**config.mk**
```make
export PLATFORM = sky130hd
export DESIGN_NAME = sfi_flash_dev_flat
export DESIGN_NICKNAME = d
export VERILOG_FILES = /design/src/verilog/sfi_pkg.sv /design/src/verilog/sfi_link_if.sv /design/src/verilog/sfi_flash_dev.sv /design/src/flat_wrapper.sv
export VERILOG_INCLUDE_DIRS = /design/src /design/src/verilog
export SDC_FILE = /design/constraint.sdc
export NUM_CORES = 1
export LEC_CHECK = 0
export ABC_CLOCK_PERIOD_IN_PS = 3150
export BUFFER_PORTS_ARGS = -buffer_cell sky130_fd_sc_hd__buf_2
export CAP_MARGIN = 25
export CORE_MARGIN = 3
export CORE_UTILIZATION = 60
export CTS_CLUSTER_DIAMETER = 200
export DETAILED_ROUTE_END_ITERATION = 10
export PLACE_DENSITY = 0.89
export SLEW_MARGIN = 20
export SYNTH_ARGS = -nofsm -noshare
export SYNTH_HDL_FRONTEND = slang
export SYNTH_SLANG_ARGS = --single-unit
```
**constraint.sdc**
```tcl
create_clock -name clk -period 3.15 [get_ports clk]
set_input_delay 0.1575 -clock clk [delete_from_list [all_inputs] [get_ports clk]]
set_output_delay 0.1575 -clock clk [all_outputs]
set_load 0.02 [all_outputs]
```
**src/verilog/sfi_params.svh**
```systemverilog
/*
 * Constants of the serial flash identification and wake logic: opcodes,
 * timing figures and the cycle counts derived from them, reset values.
 * Assumes a 100 MHz system clock on both ends of the link.
 */
`ifndef SFI_PARAMS_SVH
`define SFI_PARAMS_SVH

`define SFI_CLK_PERIOD_NS 10
`define SFI_NS_PER_MS 1000000

// Opcodes
`define SFI_OP_WAKE_ID 8'hAB
`define SFI_OP_MFR_DEV 8'h90
`define SFI_OP_IDENT 8'h9F

// Link timing in ns, then in system clock cycles
`define SFI_WAKE_ONLY_NS 3000
`define SFI_WAKE_AFTER_ID_NS 1800
`define SFI_CS_HIGH_MIN_NS 100
`define SFI_WAKE_ONLY_CYC (`SFI_WAKE_ONLY_NS / `SFI_CLK_PERIOD_NS)
`define SFI_WAKE_AFTER_ID_CYC (`SFI_WAKE_AFTER_ID_NS / `SFI_CLK_PERIOD_NS)
`define SFI_WAKE_ONLY_WAIT_CYC ((`SFI_WAKE_ONLY_NS + `SFI_CLK_PERIOD_NS - 1) / `SFI_CLK_PERIOD_NS)
`define SFI_WAKE_ID_WAIT_CYC ((`SFI_WAKE_AFTER_ID_NS + `SFI_CLK_PERIOD_NS - 1) / `SFI_CLK_PERIOD_NS)
`define SFI_CS_HIGH_CYC ((`SFI_CS_HIGH_MIN_NS + `SFI_CLK_PERIOD_NS - 1) / `SFI_CLK_PERIOD_NS)

// Power-up write delay in ms, then in cycles
`define SFI_PUW_MIN_MS 1
`define SFI_PUW_MAX_MS 10
`define SFI_PUW_MIN_CYC (`SFI_PUW_MIN_MS * `SFI_NS_PER_MS / `SFI_CLK_PERIOD_NS)
`define SFI_PUW_MAX_CYC (`SFI_PUW_MAX_MS * `SFI_NS_PER_MS / `SFI_CLK_PERIOD_NS)

// Serial clock half period of the host, in cycles (160 ns period)
`define SFI_SCLK_HALF 8

// Delivery state
`define SFI_STATUS_RESET 8'h00
`define SFI_ARRAY_ERASED 8'hFF

`endif

```
**src/verilog/sfi_pkg.sv**
```systemverilog
/*
 * Types shared by both ends of the identification and wake link.
 * Assumes nothing of its surroundings.
 */
package sfi_pkg;

    typedef enum logic [2:0] {DEV_IDLE, DEV_OPCODE, DEV_ADDR, DEV_OUT, DEV_IGNORE} sfi_dev_state_t;

    typedef enum logic [1:0] {HOST_IDLE, HOST_XFER, HOST_GAP} sfi_host_state_t;

    typedef enum logic [1:0] {CMD_WAKE, CMD_LEGACY_ID, CMD_MFR_ID, CMD_IDENT} sfi_cmd_t;

    typedef struct packed {
        sfi_cmd_t kind;
        logic swap;
    } sfi_cmd_word_t;

endpackage: sfi_pkg
```
**src/verilog/sfi_link_if.sv**
```systemverilog
/*
 * Serial link between host and flash: select, clock, data in, data out.
 * Assumes the data out wire floats high (pull-up) when the flash lets go.
 */
`timescale 1ns/1ps

interface sfi_link_if;
    logic cs_n;
    logic sclk;
    logic mosi;
    logic miso_o;
    logic miso_oe_n;
    wire miso;

    // Pull-up when the flash does not drive
    assign miso = miso_oe_n ? 1'h1 : miso_o;

    modport dev(input cs_n, input sclk, input mosi, input miso, output miso_o, output miso_oe_n);
    modport host(output cs_n, output sclk, output mosi, input miso);
endinterface: sfi_link_if

```
**src/verilog/sfi_flash_dev.sv**
```systemverilog
/*
 * Flash end of the link: wake from deep power-down and the three
 * identification instructions, release delays, power-up write delay.
 * Assumes the rest of the flash reports its write cycles and requests
 * deep power-down; link pins are asynchronous to clk.
 */
`timescale 1ns/1ps
`include "sfi_params.svh"

module sfi_flash_dev #(
    parameter logic [7:0] MFR_ID = 8'h5A,   // Arbitrary value
    parameter logic [7:0] DEV_ID = 8'h12,   // Arbitrary value
    parameter logic [7:0] MEM_TYPE = 8'h30, // Arbitrary value
    parameter logic [7:0] CAPACITY = 8'h13, // Arbitrary value
    parameter int PUW_CYCLES = `SFI_PUW_MIN_CYC
) (
    // Clock and reset
    input wire logic clk,
    input wire logic rst_n,
    // Serial link
    sfi_link_if.dev lnk,
    // Rest of the flash
    input wire logic enter_pd,
    input wire logic prog_erase_busy,
    input wire logic status_write_busy,
    // Status towards the rest of the flash
    output logic pd_active,
    output logic write_allowed,
    output logic [7:0] status_value
);
    localparam int PUW_W = $clog2(PUW_CYCLES + 1);
    localparam logic [9:0] WAKE_ONLY_CYC = 10'(`SFI_WAKE_ONLY_CYC);
    localparam logic [9:0] WAKE_ID_CYC = 10'(`SFI_WAKE_AFTER_ID_CYC);

    // Synchronisers and edge history
    logic [1:0] cs_sync_reg;
    logic [1:0] sclk_sync_reg;
    logic [1:0] mosi_sync_reg;
    logic cs_prev_reg;
    logic sclk_prev_reg;

    // Instruction engine
    sfi_pkg::sfi_dev_state_t state_reg;
    logic [2:0] bit_cnt_reg;
    logic [1:0] byte_cnt_reg;
    logic [7:0] shin_reg;
    logic [7:0] opc_reg;
    logic [23:0] shout_reg;
    logic miso_reg;
    logic miso_oe_n_reg;

    // Power state
    logic pd_reg;
    logic wake_from_pd_reg;
    logic [9:0] wake_cnt_reg;
    logic [PUW_W-1:0] pu_cnt_reg;
    logic write_allowed_reg;
    logic [7:0] status_reg;

    // Edges seen through the synchronisers
    wire cs_s = cs_sync_reg[1];
    wire sclk_s = sclk_sync_reg[1];
    wire mosi_s = mosi_sync_reg[1];
    wire cs_fall = ~cs_s & cs_prev_reg;
    wire cs_rise = cs_s & ~cs_prev_reg;
    wire sclk_rise = sclk_s & ~sclk_prev_reg & ~cs_s;
    wire sclk_fall = ~sclk_s & sclk_prev_reg & ~cs_s;

    // Serial input assembly
    wire shifting = (state_reg == sfi_pkg::DEV_OPCODE) || (state_reg == sfi_pkg::DEV_ADDR);
    wire [7:0] byte_in = {shin_reg[6:0], mosi_s};
    wire byte_end = sclk_rise & shifting & (bit_cnt_reg == 3'h7);
    wire opc_end = byte_end & (state_reg == sfi_pkg::DEV_OPCODE);
    wire addr_end = byte_end & (state_reg == sfi_pkg::DEV_ADDR) & (byte_cnt_reg == 2'h2);

    // Opcode decode
    wire wr_busy = prog_erase_busy | status_write_busy;
    wire waking = wake_cnt_reg != 10'h000;
    wire accept_wake = (byte_in == `SFI_OP_WAKE_ID) & ~wr_busy;
    wire accept_mfr = (byte_in == `SFI_OP_MFR_DEV) & ~pd_reg;
    wire accept_ident = (byte_in == `SFI_OP_IDENT) & ~pd_reg & ~prog_erase_busy;
    wire sfi_pkg::sfi_dev_state_t opc_state = accept_ident ? sfi_pkg::DEV_OUT :
        (accept_wake | accept_mfr) ? sfi_pkg::DEV_ADDR : sfi_pkg::DEV_IGNORE;

    // Output words, rotated so each repeats while clocks continue
    wire [23:0] ident_word = {MFR_ID, MEM_TYPE, CAPACITY};
    wire [23:0] legacy_word = {DEV_ID, DEV_ID, DEV_ID};
    wire [23:0] mfr_word = byte_in[0] ? {DEV_ID, MFR_ID, DEV_ID} :
        {MFR_ID, DEV_ID, MFR_ID};
    wire [23:0] addr_word = (opc_reg == `SFI_OP_WAKE_ID) ? legacy_word : mfr_word;
    wire [9:0] wake_load = (state_reg == sfi_pkg::DEV_OUT) ? WAKE_ID_CYC : WAKE_ONLY_CYC;

    assign lnk.miso_o = miso_reg;
    assign lnk.miso_oe_n = miso_oe_n_reg;
    assign pd_active = pd_reg;
    assign write_allowed = write_allowed_reg;
    assign status_value = status_reg;

    always_ff @(posedge clk or negedge rst_n) begin
        if (!rst_n) begin
            cs_sync_reg <= 2'h3;
            sclk_sync_reg <= 2'h0;
            mosi_sync_reg <= 2'h0;
            cs_prev_reg <= 1'h1;
            sclk_prev_reg <= 1'h0;
        end else begin
            cs_sync_reg <= {cs_sync_reg[0], lnk.cs_n};
            sclk_sync_reg <= {sclk_sync_reg[0], lnk.sclk};
            mosi_sync_reg <= {mosi_sync_reg[0], lnk.mosi};
            cs_prev_reg <= cs_s;
            sclk_prev_reg <= sclk_s;
        end
    end

    // Instruction sequencing
    always_ff @(posedge clk or negedge rst_n) begin
        if (!rst_n) begin
            state_reg <= sfi_pkg::DEV_IDLE;
        end else if (cs_rise) begin
            state_reg <= sfi_pkg::DEV_IDLE;
        end else if (cs_fall) begin
            state_reg <= waking ? sfi_pkg::DEV_IGNORE : sfi_pkg::DEV_OPCODE;
        end else begin
            case (state_reg)
                sfi_pkg::DEV_OPCODE: begin
                    state_reg <= opc_end ? opc_state : state_reg;
                end
                sfi_pkg::DEV_ADDR: begin
                    state_reg <= addr_end ? sfi_pkg::DEV_OUT : state_reg;
                end
                default: begin
                    state_reg <= state_reg;
                end
            endcase
        end
    end

    // Bit and byte counting from the select edge, MSB first
    always_ff @(posedge clk or negedge rst_n) begin
        if (!rst_n) begin
            bit_cnt_reg <= 3'h0;
            byte_cnt_reg <= 2'h0;
            shin_reg <= 8'h00;
            opc_reg <= 8'h00;
        end else if (cs_fall) begin
            bit_cnt_reg <= 3'h0;
            byte_cnt_reg <= 2'h0;
        end else if (sclk_rise && shifting) begin
            bit_cnt_reg <= bit_cnt_reg + 3'h1;
            shin_reg <= byte_in;
            if (byte_end && state_reg == sfi_pkg::DEV_ADDR) begin
                byte_cnt_reg <= byte_cnt_reg + 2'h1;
            end
            if (opc_end) begin
                opc_reg <= byte_in;
            end
        end
    end

    // Serial output on falling clock edges
    always_ff @(posedge clk or negedge rst_n) begin
        if (!rst_n) begin
            shout_reg <= 24'h000000;
            miso_reg <= 1'h0;
            miso_oe_n_reg <= 1'h1;
        end else begin
            if (opc_end && accept_ident) begin
                shout_reg <= ident_word;
            end else if (addr_end) begin
                shout_reg <= addr_word;
            end else if (sclk_fall && state_reg == sfi_pkg::DEV_OUT) begin
                shout_reg <= {shout_reg[22:0], shout_reg[23]};
            end
            if (sclk_fall && state_reg == sfi_pkg::DEV_OUT) begin
                miso_reg <= shout_reg[23];
            end
            if (cs_s || state_reg != sfi_pkg::DEV_OUT) begin
                miso_oe_n_reg <= 1'h1;
            end else if (sclk_fall) begin
                miso_oe_n_reg <= 1'h0;
            end
        end
    end

    // Deep power-down and release delays
    always_ff @(posedge clk or negedge rst_n) begin
        if (!rst_n) begin
            pd_reg <= 1'h0;
            wake_from_pd_reg <= 1'h0;
            wake_cnt_reg <= 10'h000;
        end else begin
            if (enter_pd) begin
                pd_reg <= 1'h1;
            end else if (wake_cnt_reg == 10'h001) begin
                pd_reg <= 1'h0;
            end
            if (cs_fall) begin
                wake_from_pd_reg <= 1'h0;
            end else if (opc_end && accept_wake) begin
                wake_from_pd_reg <= pd_reg;
            end
            if (enter_pd) begin
                wake_cnt_reg <= 10'h000;
            end else if (cs_rise && wake_from_pd_reg) begin
                wake_cnt_reg <= wake_load;
            end else if (waking) begin
                wake_cnt_reg <= wake_cnt_reg - 10'h001;
            end
        end
    end
    // A release from standby loads no delay, so the next select is served.

    // Power-up write inhibit and delivery status
    always_ff @(posedge clk or negedge rst_n) begin
        if (!rst_n) begin
            pu_cnt_reg <= PUW_W'(PUW_CYCLES);
            write_allowed_reg <= 1'h0;
            status_reg <= `SFI_STATUS_RESET;
        end else begin
            if (pu_cnt_reg != '0) begin
                pu_cnt_reg <= pu_cnt_reg - PUW_W'(1);
            end
            write_allowed_reg <= (pu_cnt_reg == '0);
            status_reg <= status_reg;
        end
    end
endmodule: sfi_flash_dev

```
**src/flat_wrapper.sv**
```systemverilog
// flat-port wrapper written by rule: the top's interface ports become plain ports
module sfi_flash_dev_flat 
#(
    parameter logic [7:0] MFR_ID = 8'h5A,                     
    parameter logic [7:0] DEV_ID = 8'h12,                     
    parameter logic [7:0] MEM_TYPE = 8'h30,                   
    parameter logic [7:0] CAPACITY = 8'h13,                   
    parameter int PUW_CYCLES = `SFI_PUW_MIN_CYC
)
  (clk, rst_n, enter_pd, prog_erase_busy, status_write_busy, pd_active, write_allowed, status_value, lnk_cs_n, lnk_sclk, lnk_mosi, lnk_miso_o, lnk_miso_oe_n);
  sfi_link_if lnk_i ();
  input wire logic clk;
  input wire logic rst_n;
  input wire logic enter_pd;
  input wire logic prog_erase_busy;
  input wire logic status_write_busy;
  output logic pd_active;
  output logic write_allowed;
  output logic [7:0] status_value;
  input wire logic [$bits(lnk_i.cs_n)-1:0] lnk_cs_n;
  input wire logic [$bits(lnk_i.sclk)-1:0] lnk_sclk;
  input wire logic [$bits(lnk_i.mosi)-1:0] lnk_mosi;
  output wire logic [$bits(lnk_i.miso_o)-1:0] lnk_miso_o;
  output wire logic [$bits(lnk_i.miso_oe_n)-1:0] lnk_miso_oe_n;
  assign lnk_i.cs_n = lnk_cs_n;
  assign lnk_i.sclk = lnk_sclk;
  assign lnk_i.mosi = lnk_mosi;
  assign lnk_miso_o = lnk_i.miso_o;
  assign lnk_miso_oe_n = lnk_i.miso_oe_n;
  sfi_flash_dev #(.MFR_ID(MFR_ID), .DEV_ID(DEV_ID), .MEM_TYPE(MEM_TYPE), .CAPACITY(CAPACITY), .PUW_CYCLES(PUW_CYCLES)) u_core (.clk(clk), .rst_n(rst_n), .lnk(lnk_i), .enter_pd(enter_pd), .prog_erase_busy(prog_erase_busy), .status_write_busy(status_write_busy), .pd_active(pd_active), .write_allowed(write_allowed), .status_value(status_value));
endmodule
```
==> impl_metrics.json, run 1 <==
{
  "dp_hpwl_mm": 4.93,
  "p_leak_nw": 2.07,
  "synthFlopType": "dfrtp_1",
  "clk_path_buf_depth": 2,
  "grt_max_degree": 88,
  "preCtsSetupSlack_ps": 1070,
  "synth_area_um2": 3970,
  "largest_reg_flops": 24,
  "fmax_mhz": 467,
  "finalHoldViolCount": 0,
  "cts_made_buffers": 9,
  "synth-edff-count": 0,
  "rsz0062_at_grt": "no",
  "antenna_found_initial": 0,
  "worstSetupPathType": "flop to flop",
  "wl_mm": 7.19,
  "slowest_delay_ps": 610,
  "worstPathCellList": "nor3b_1 > nand4_1 > a21oi_1 > or2_2 > a31oi_1",
  "async_reset_ff_frac": 1.00,
  "ys_seq_elements": 87,
  "grt_pass1_wl_mm": 12.6,
  "finClkSkew_ps": 9.10,
  "cts-htree-levels": 3,
  "startpoint": "u_core.state_reg[2]",
  "ff2ff_path_depth": 5,
  "fin_crit_ps": 2140,
  "period_share": 0.679,
  "final_common_cell": "dfrtp_1",
  "end_kind": "flop",
  "drive_above_1_share": 0.163,
  "reg2reg_from": "u_core.state_reg[2]",
  "gr-usage-all-layers": 0.211,
  "cp.arrival_ps": 2370,
  "vias": 2741,
  "clk_pin_slew_ps": 80,
  "ant_nets": 0,
  "slew_viol_final": 0,
  "die_x_um": 87.3,
  "finalSetupTns_ps": 0,
  "area_growth_pct": 9.17,
  "antennaDiodeCount": 0,
  "io_pins": 20,
  "root_buffer": "clkbuf_8",
  "hold_class": "input pin to flop",
  "dieArea_um2": 7630,
  "post-route-util": 0.678,
  "layout_common_cells": "dfrtp_1 (77), nand2_1 (63), nor2_1 (26), a21oi_1 (20), mux2_2 (15)",
  "drc": 0,
  "hold_ws_ps": 102,
  "rows": 29,
  "crit_path_start_kind": "flop",
  "yosysWarnings": 0,
  "maxSlewHeadroom": 0.503,
  "grt_pass1_vias": 2797,
  "synth-seq-area-share": 0.552,
  "nets": 405,
  "holdPathStages": 2,
  "tightest_slew_ps": 746,
  "vias_per_cell": 5.83,
  "portBuffers": 11,
  "insertion_delay_ps": 360,
  "powerDensity_nw_per_um2": 596,
  "critPathBufInv": 0,
  "die_h_um": 87.3,
  "path_max_fanout": 7,
  "gp_congestion": 0.963,
  "cts_tree": "done",
  "drt_iter0_drc": 178,
  "hp-start": "enter_pd",
  "cp_slowest_cell": "nor3b_1",
  "rr_endpoint": "u_core.shout_reg[6]",
  "initial_core_util": 0.621,
  "core_um2": 6390,
  "routedWlPerCell_um": 15.3,
  "required_ps": 3380,
  "synth_cell_types": 55,
  "overflow": 0,
  "first_pass_iters": 4,
  "synth_cells": 370,
  "cts-resized-gates": 0,
  "hold_end": "u_core.wake_cnt_reg[1]",
  "synth.avg_cell_area_um2": 10.7,
  "irDropWorstVdd_mv": 0.358,
  "cts.sinks": 87,
  "drv_cap": 0,
  "setup_ws_ps": 1010,
  "status": "finished, final reports clean",
  "rrSetupSlack_ps": 1010,
  "setup_violations": 0,
  "path_delay_family": "simple AND/OR/NAND/NOR gates"
}
-- cell families after synthesis --
| logic type | Yosys count | synth area share |
|---|---|---|
| mux | 20 | 0.0555 |
| flops | 87 | 0.552 |
| buf+inv | 24 | 0.0303 |
| other cells | 1 | 0.000945 |
| xor+xnor | 19 | 0.0419 |
| fa+ha+maj | 9 | 0.0284 |
| compound gates | 54 | 0.0867 |
| simple gates | 156 | 0.205 |
-- layer usage --
layer,vias up,track usage,wire [µm]
met1,1357,0.257,3050
met3,15,0.0435,248
met2,52,0.354,3730
li1,1317,-,-
met5,-,0,0
met4,0,0.105,168
-- worst max-delay path by stage --
stage | end | slack [ps] | cells after the start
2_1_floorplan | u_core.shin_reg[0] | 1340 | 5
3_3_place_gp | u_core.shout_reg[3] | 1170 | 5
6_report | u_core.shout_reg[6] | 1010 | 5
3_5_place_dp | u_core.shout_reg[6] | 1070 | 5
5_1_grt | u_core.shout_reg[3] | 830 | 5
4_1_cts | u_core.shout_reg[6] | 1060 | 5
-- synthesized netlist by cell type, drive strengths merged (4+ instances only) --
cell type   n  area [µm²]
dfstp      10         263
xnor2       7        61.3
nor4b       4        56.3
nand2      64         243
dfrtp      77        1930
ha          9         113
nor3       12        76.3
nand4       4        25.0
mux2       16         180
o21ai      10        53.8
nand2b      4        25.0
a21oi      20         100
nor4        7        43.8
nand3      12        72.6
clkbuf      7        26.3
buf         9        63.8
a31oi       9        56.3
nor2       27         104
mux2i       4        40.0
xor2       12         105
inv         8        30.0
-- through the flow --
step	power (mW)	cells	area, µm²
floorplan	1.62	377	4000
global placement	1.70	450	4070
detailed placement	1.72	450	4070
CTS	2.59	469	4320
global route	2.71	470	4330
finish	2.58	470	4330
-- where the power goes --
group | switching, mW | internal [mW]
logic | 0.258 | 0.188
clock network | 0.392 | 0.468
registers | 0.0848 | 1.19
-- final cells by class --
cell class,instances,area [µm²]
Clock buffer,11,141
Clock inverter,5,81.3
Fill cell,455,2050
Inverter,8,30.0
Multi-Input combinational cell,266,1690
Sequential cell,87,2190
Tap cell,77,96.3
Timing Repair Buffer,16,109
-- timing repair --
item / in CTS / in global routing
hold endpoints to repair: 3 / 77
buffers inserted: 0 / 0
hold buffers: 3 / 1
(Power assumes the default switching activity.)
==> inputs of run 2 (changes only) <==
Settings changed: ABC_CLOCK_PERIOD_IN_PS 3150 to 2150.
Clock period 3.15 ns to 2.15 ns, I/O delays scaled along.
==> impl_metrics.json, run 2 (synthesized netlist as in run 1, its figures left out) <==
{
  "clk_pin_slew_ps": 80,
  "layout_common_cells": "dfrtp_1 (77), nand2_1 (63), nor2_1 (25), a21oi_1 (20), mux2_2 (15)",
  "cts-htree-levels": 3,
  "vias": 2716,
  "placed_cell_area_um2": 4130,
  "slew_viol_final": 0,
  "rrSetupSlack_ps": 170,
  "vias_per_cell": 5.69,
  "antenna_found_initial": 0,
  "gr-usage-met3": 0.0596,
  "fin_crit_ps": 1980,
  "powerDensity_nw_per_um2": 839,
  "rr_endpoint": "u_core.opc_reg[1]",
  "power_frac_clock": 0.310,
  "power.switching_mw": 1.04,
  "drc": 0,
  "cts.sinks": 87,
  "gr-usage-met1": 0.270,
  "status": "finished, final reports clean",
  "grt_pass1_wl_mm": 12.9,
  "path_max_fanout": 8,
  "dp_hpwl_mm": 5.09,
  "overflow": 0,
  "dieArea_um2": 7630,
  "endpoint": "u_core.opc_reg[1]",
  "ant_nets": 0,
  "area_growth_pct": 10.4,
  "finalHoldViolCount": 0,
  "insertion_delay_ps": 340,
  "portBuffers": 11,
  "nets": 412,
  "ff2ff_path_depth": 4,
  "gr-usage-all-layers": 0.214,
  "irDropWorstVdd_mv": 0.707,
  "io_pins": 20,
  "cts_made_buffers": 9,
  "cts_tree": "done",
  "pwr-share-seq": 0.507,
  "numPlacedInstances": 457,
  "cp.arrival_ps": 2210,
  "crit_path_start_kind": "flop",
  "swShare": 0.282,
  "hold_class": "input pin to flop",
  "required_ps": 2380,
  "rsz0062_at_grt": "no",
  "drt_iter0_drc": 199,
  "grtUsageMet2": 0.360,
  "rows": 29,
  "core_um2": 6390,
  "finClkSkew_ps": 7.69,
  "die_x_um": 87.3,
  "grt_pass1_vias": 2829,
  "finalSetupTns_ps": 0,
  "fillers": 467,
  "tightest_slew_ps": 522,
  "final_cell_area_um2": 4380,
  "combPwrFrac": 0.183,
  "startpoint": "u_core.state_reg[2]",
  "wl_mm": 7.15,
  "busiest_layer": "met2",
  "final_common_cell": "dfrtp_1",
  "setup_violations": 0,
  "p_leak_nw": 2.11,
  "grt_max_degree": 64,
  "instances_no_fill": 477,
  "post-route-util": 0.686,
  "p_int_mw": 2.64,
  "period_share": 0.921,
  "hold_ws_ps": 74.1,
  "clk_path_buf_depth": 2,
  "maxSlewHeadroom": 0.649,
  "largest_reg_flops": 24,
  "antennaDiodeCount": 0,
  "fmax_mhz": 505,
  "routedWlPerCell_um": 15.0,
  "gp_congestion": 0.878,
  "worstSetupPathType": "flop to flop",
  "root_buffer": "clkbuf_8",
  "reg2reg_from": "u_core.state_reg[2]",
  "die_h_um": 87.3,
  "drv_cap": 0,
  "initial_core_util": 0.621,
  "drive_above_1_share": 0.183,
  "end_kind": "flop",
  "first_pass_iters": 4
}
[run 2: cell types whose count changed in the layout (fill, tap and decap cells not counted)]
cell and change:
buf_4 +7, bufinv_16 -1, clkbuf_1 -1, clkinv_2 +1, clkbuf_8 +1, buf_6 -1
buf_12 +1, nor2_2 +1, nor2_1 -1
[run 2: critical path, cell delays in order, from the launching register on]
cell and delay, ps:
dfrtp_1 450, nor4b_4 450, nand2_2 220, nor3_4 360, mux2_2 390
[run 2: cell type report]
cell class                 count  area (µm²)  share of cell area
clock buffer                  11         151              0.0346
sequential                    87        2190               0.500
inverter                       8        30.0             0.00685
tap                           77        96.3              0.0220
timing repair buffer          23         170              0.0388
multi-input combinational    266        1690               0.385
clock inverter                 5        56.3              0.0128
[run 2: per-layer routing]
metal	routed length, µm	vias to the layer above
met3	332	4
met5	0	-
met1	3060	1332
met4	22	0
met2	3740	52
li1	-	1328
[run 2: power by group through the flow]
stage | Clock [mW] | Combinational (mW) | Sequential (mW)
after global routing | 1.25 | 0.762 | 1.89
after global placement | 0 | 0.632 | 1.88
final | 1.14 | 0.674 | 1.86
after detailed placement | 0 | 0.664 | 1.89
after CTS | 1.18 | 0.676 | 1.86
after floorplan | 0 | 0.498 | 1.87
[run 2: worst min-delay path by stage]
stage | startpoint | endpoint | slack (ps) | depth (start not counted)
finish | enter_pd | u_core.wake_cnt_reg[2] | 70 | 2
CTS | enter_pd | u_core.wake_cnt_reg[3] | 50 | 2
global route | enter_pd | u_core.wake_cnt_reg[1] | 70 | 2
detailed placement | rst_n | u_core.byte_cnt_reg[0] | 30 | 1
global placement | rst_n | u_core.byte_cnt_reg[1] | 30 | 1
floorplan | rst_n | u_core.bit_cnt_reg[0] | -190 | 0
[run 2: repair_timing]
item	CTS	global route
resized for setup	0	1
buffers inserted	0	0
setup endpoints to repair	0	2
hold endpoints to repair	27	0
hold buffers	4	0
[run 2: through the flow]
stage | setup WS, ps | power [mW]
after floorplan | 335 | 2.37
after global placement | 252 | 2.52
after detailed placement | 167 | 2.56
after CTS | 161 | 3.72
after global routing | 1.56 | 3.90
final | 170 | 3.68
==> inputs of run 3 (changes only) <==
Settings changed: CELL_PAD_IN_SITES_DETAIL_PLACEMENT set to 0, CELL_PAD_IN_SITES_GLOBAL_PLACEMENT set to 1, CORE_UTILIZATION 60 to 48, RECOVER_POWER set to 50.
==> impl_metrics.json, run 3 (synthesized netlist as in run 1, its figures left out) <==
{
  "status": "finished, final reports clean",
  "hold_class": "input pin to flop",
  "hold_end": "u_core.wake_cnt_reg[3]",
  "period_share": 0.916,
  "hp-start": "enter_pd",
  "drv_cap": 0,
  "gp_congestion": 0.862,
  "grt_pass1_vias": 2786,
  "cts.sinks": 87,
  "cp.arrival_ps": 2210,
  "insertion_delay_ps": 360,
  "cts_made_buffers": 9,
  "vias": 2731,
  "drt_iter0_drc": 123,
  "routedWlPerCell_um": 14.4,
  "area_growth_pct": 11.7,
  "irDropWorstVdd_mv": 0.554,
  "first_pass_iters": 5,
  "drc": 0,
  "end_kind": "flop",
  "cts-resized-gates": 0,
  "overflow": 0,
  "antenna_found_initial": 0,
  "setup_ws_ps": 180,
  "clk_pin_slew_ps": 80,
  "finClkSkew_ps": 15.0,
  "preCtsSetupSlack_ps": 177,
  "reg2reg_from": "u_core.state_reg[2]",
  "ff2ff_path_depth": 4,
  "ant_nets": 0,
  "die_x_um": 96.9,
  "clk_path_buf_depth": 2,
  "portBuffers": 11,
  "rows": 32,
  "vias_per_cell": 5.37,
  "finalSetupTns_ps": 0,
  "post-route-util": 0.562,
  "slew_viol_final": 0,
  "core_um2": 7890,
  "maxSlewHeadroom": 0.412,
  "hold_ws_ps": 64.6,
  "finalHoldViolCount": 0,
  "holdPathStages": 2,
  "rsz0062_at_grt": "no",
  "rr_endpoint": "u_core.opc_reg[1]",
  "fmax_mhz": 508,
  "powerDensity_nw_per_um2": 841,
  "layout_common_cells": "dfrtp_1 (77), nand2_1 (63), nor2_1 (26), a21oi_1 (20), mux2_2 (15)",
  "nets": 419,
  "rrSetupSlack_ps": 180,
  "dp_hpwl_mm": 5.06,
  "root_buffer": "clkbuf_8",
  "dieArea_um2": 9400,
  "required_ps": 2390,
  "antennaDiodeCount": 0,
  "io_pins": 20,
  "worstSetupPathType": "flop to flop",
  "tightest_slew_ps": 882,
  "largest_reg_flops": 24,
  "cts-htree-levels": 3,
  "finalPower_mw": 3.73,
  "setup_violations": 0,
  "p_leak_nw": 2.12,
  "die_h_um": 96.9,
  "gr-usage-all-layers": 0.169,
  "startpoint": "u_core.state_reg[2]",
  "cts_tree": "done",
  "crit_path_start_kind": "flop",
  "initial_core_util": 0.503,
  "grt_max_degree": 37,
  "fin_crit_ps": 1970,
  "final_common_cell": "dfrtp_1",
  "drive_above_1_share": 0.194,
  "grt_pass1_wl_mm": 13.1,
  "wl_mm": 7.33,
  "path_max_fanout": 8
}
-- run 3: changes by cell type in the layout (fill, tap and decap cells not counted) --
| cell | before | now |
|---|---|---|
| nor2_2 | 2 | 1 |
| nor2_1 | 25 | 26 |
| buf_12 | 1 | 0 |
| buf_4 | 8 | 13 |
| clkbuf_8 | 11 | 9 |
| clkinvlp_4 | 1 | 2 |
| inv_6 | 0 | 1 |
| clkbuf_2 | 0 | 3 |
-- run 3: worst max path at each step --
stage,endpoint,slack (ps)
floorplan,u_core.shin_reg[0],340
global placement,u_core.opc_reg[4],240
detailed placement,u_core.opc_reg[7],180
CTS,u_core.opc_reg[1],160
global route,u_core.pu_cnt_reg[11],20
finish,u_core.opc_reg[1],180
-- run 3: final cells by class --
class                           instances  area [µm²]
Tap cell                              102         128
Inverter                                8        30.0
Timing Repair Buffer                   30         203
Fill cell                             662        3460
Clock inverter                          7        72.6
Clock buffer                            9         124
Multi-Input combinational cell        266        1690
Sequential cell                        87        2190
-- run 3: metal layers --
metal / track usage / vias to the layer above / wire length [µm]
met5: 0 / - / 0
met4: 0.0529 / 0 / 90
met3: 0.0447 / 13 / 237
met2: 0.256 / 32 / 3430
met1: 0.239 / 1344 / 3570
li1: - / 1342 / -
-- run 3: repair_timing --
action | in CTS | in global routing
endpoints found under the setup margin | 0 | 1
hold buffers | 4 | 0
setup buffers | 0 | 3
hold endpoints to repair | 37 | 0
-- run 3: worst max-delay path, cell delays in order, from the launching register on --
cell and delay, ps:
dfrtp_1 450, nor4b_4 450, nand2_2 210, nor3_4 360, mux2_2 380
-- run 3: power by group --
group / internal [mW] / switching, mW / total (mW) / leakage (nW)
combinational: 0.353 / 0.385 / 0.738 / 0.940
sequential: 1.74 / 0.118 / 1.86 / 1.09
clock: 0.538 / 0.587 / 1.13 / 0.0956
total: 2.64 / 1.09 / 3.73 / 2.12
-- run 3: through the flow --
| stage | area (µm²) | std cells |
|---|---|---|
| after floorplan | 4000 | 377 |
| after global placement | 4190 | 486 |
| after detailed placement | 4190 | 486 |
| after CTS | 4430 | 506 |
| after global routing | 4430 | 509 |
| final | 4430 | 509 |
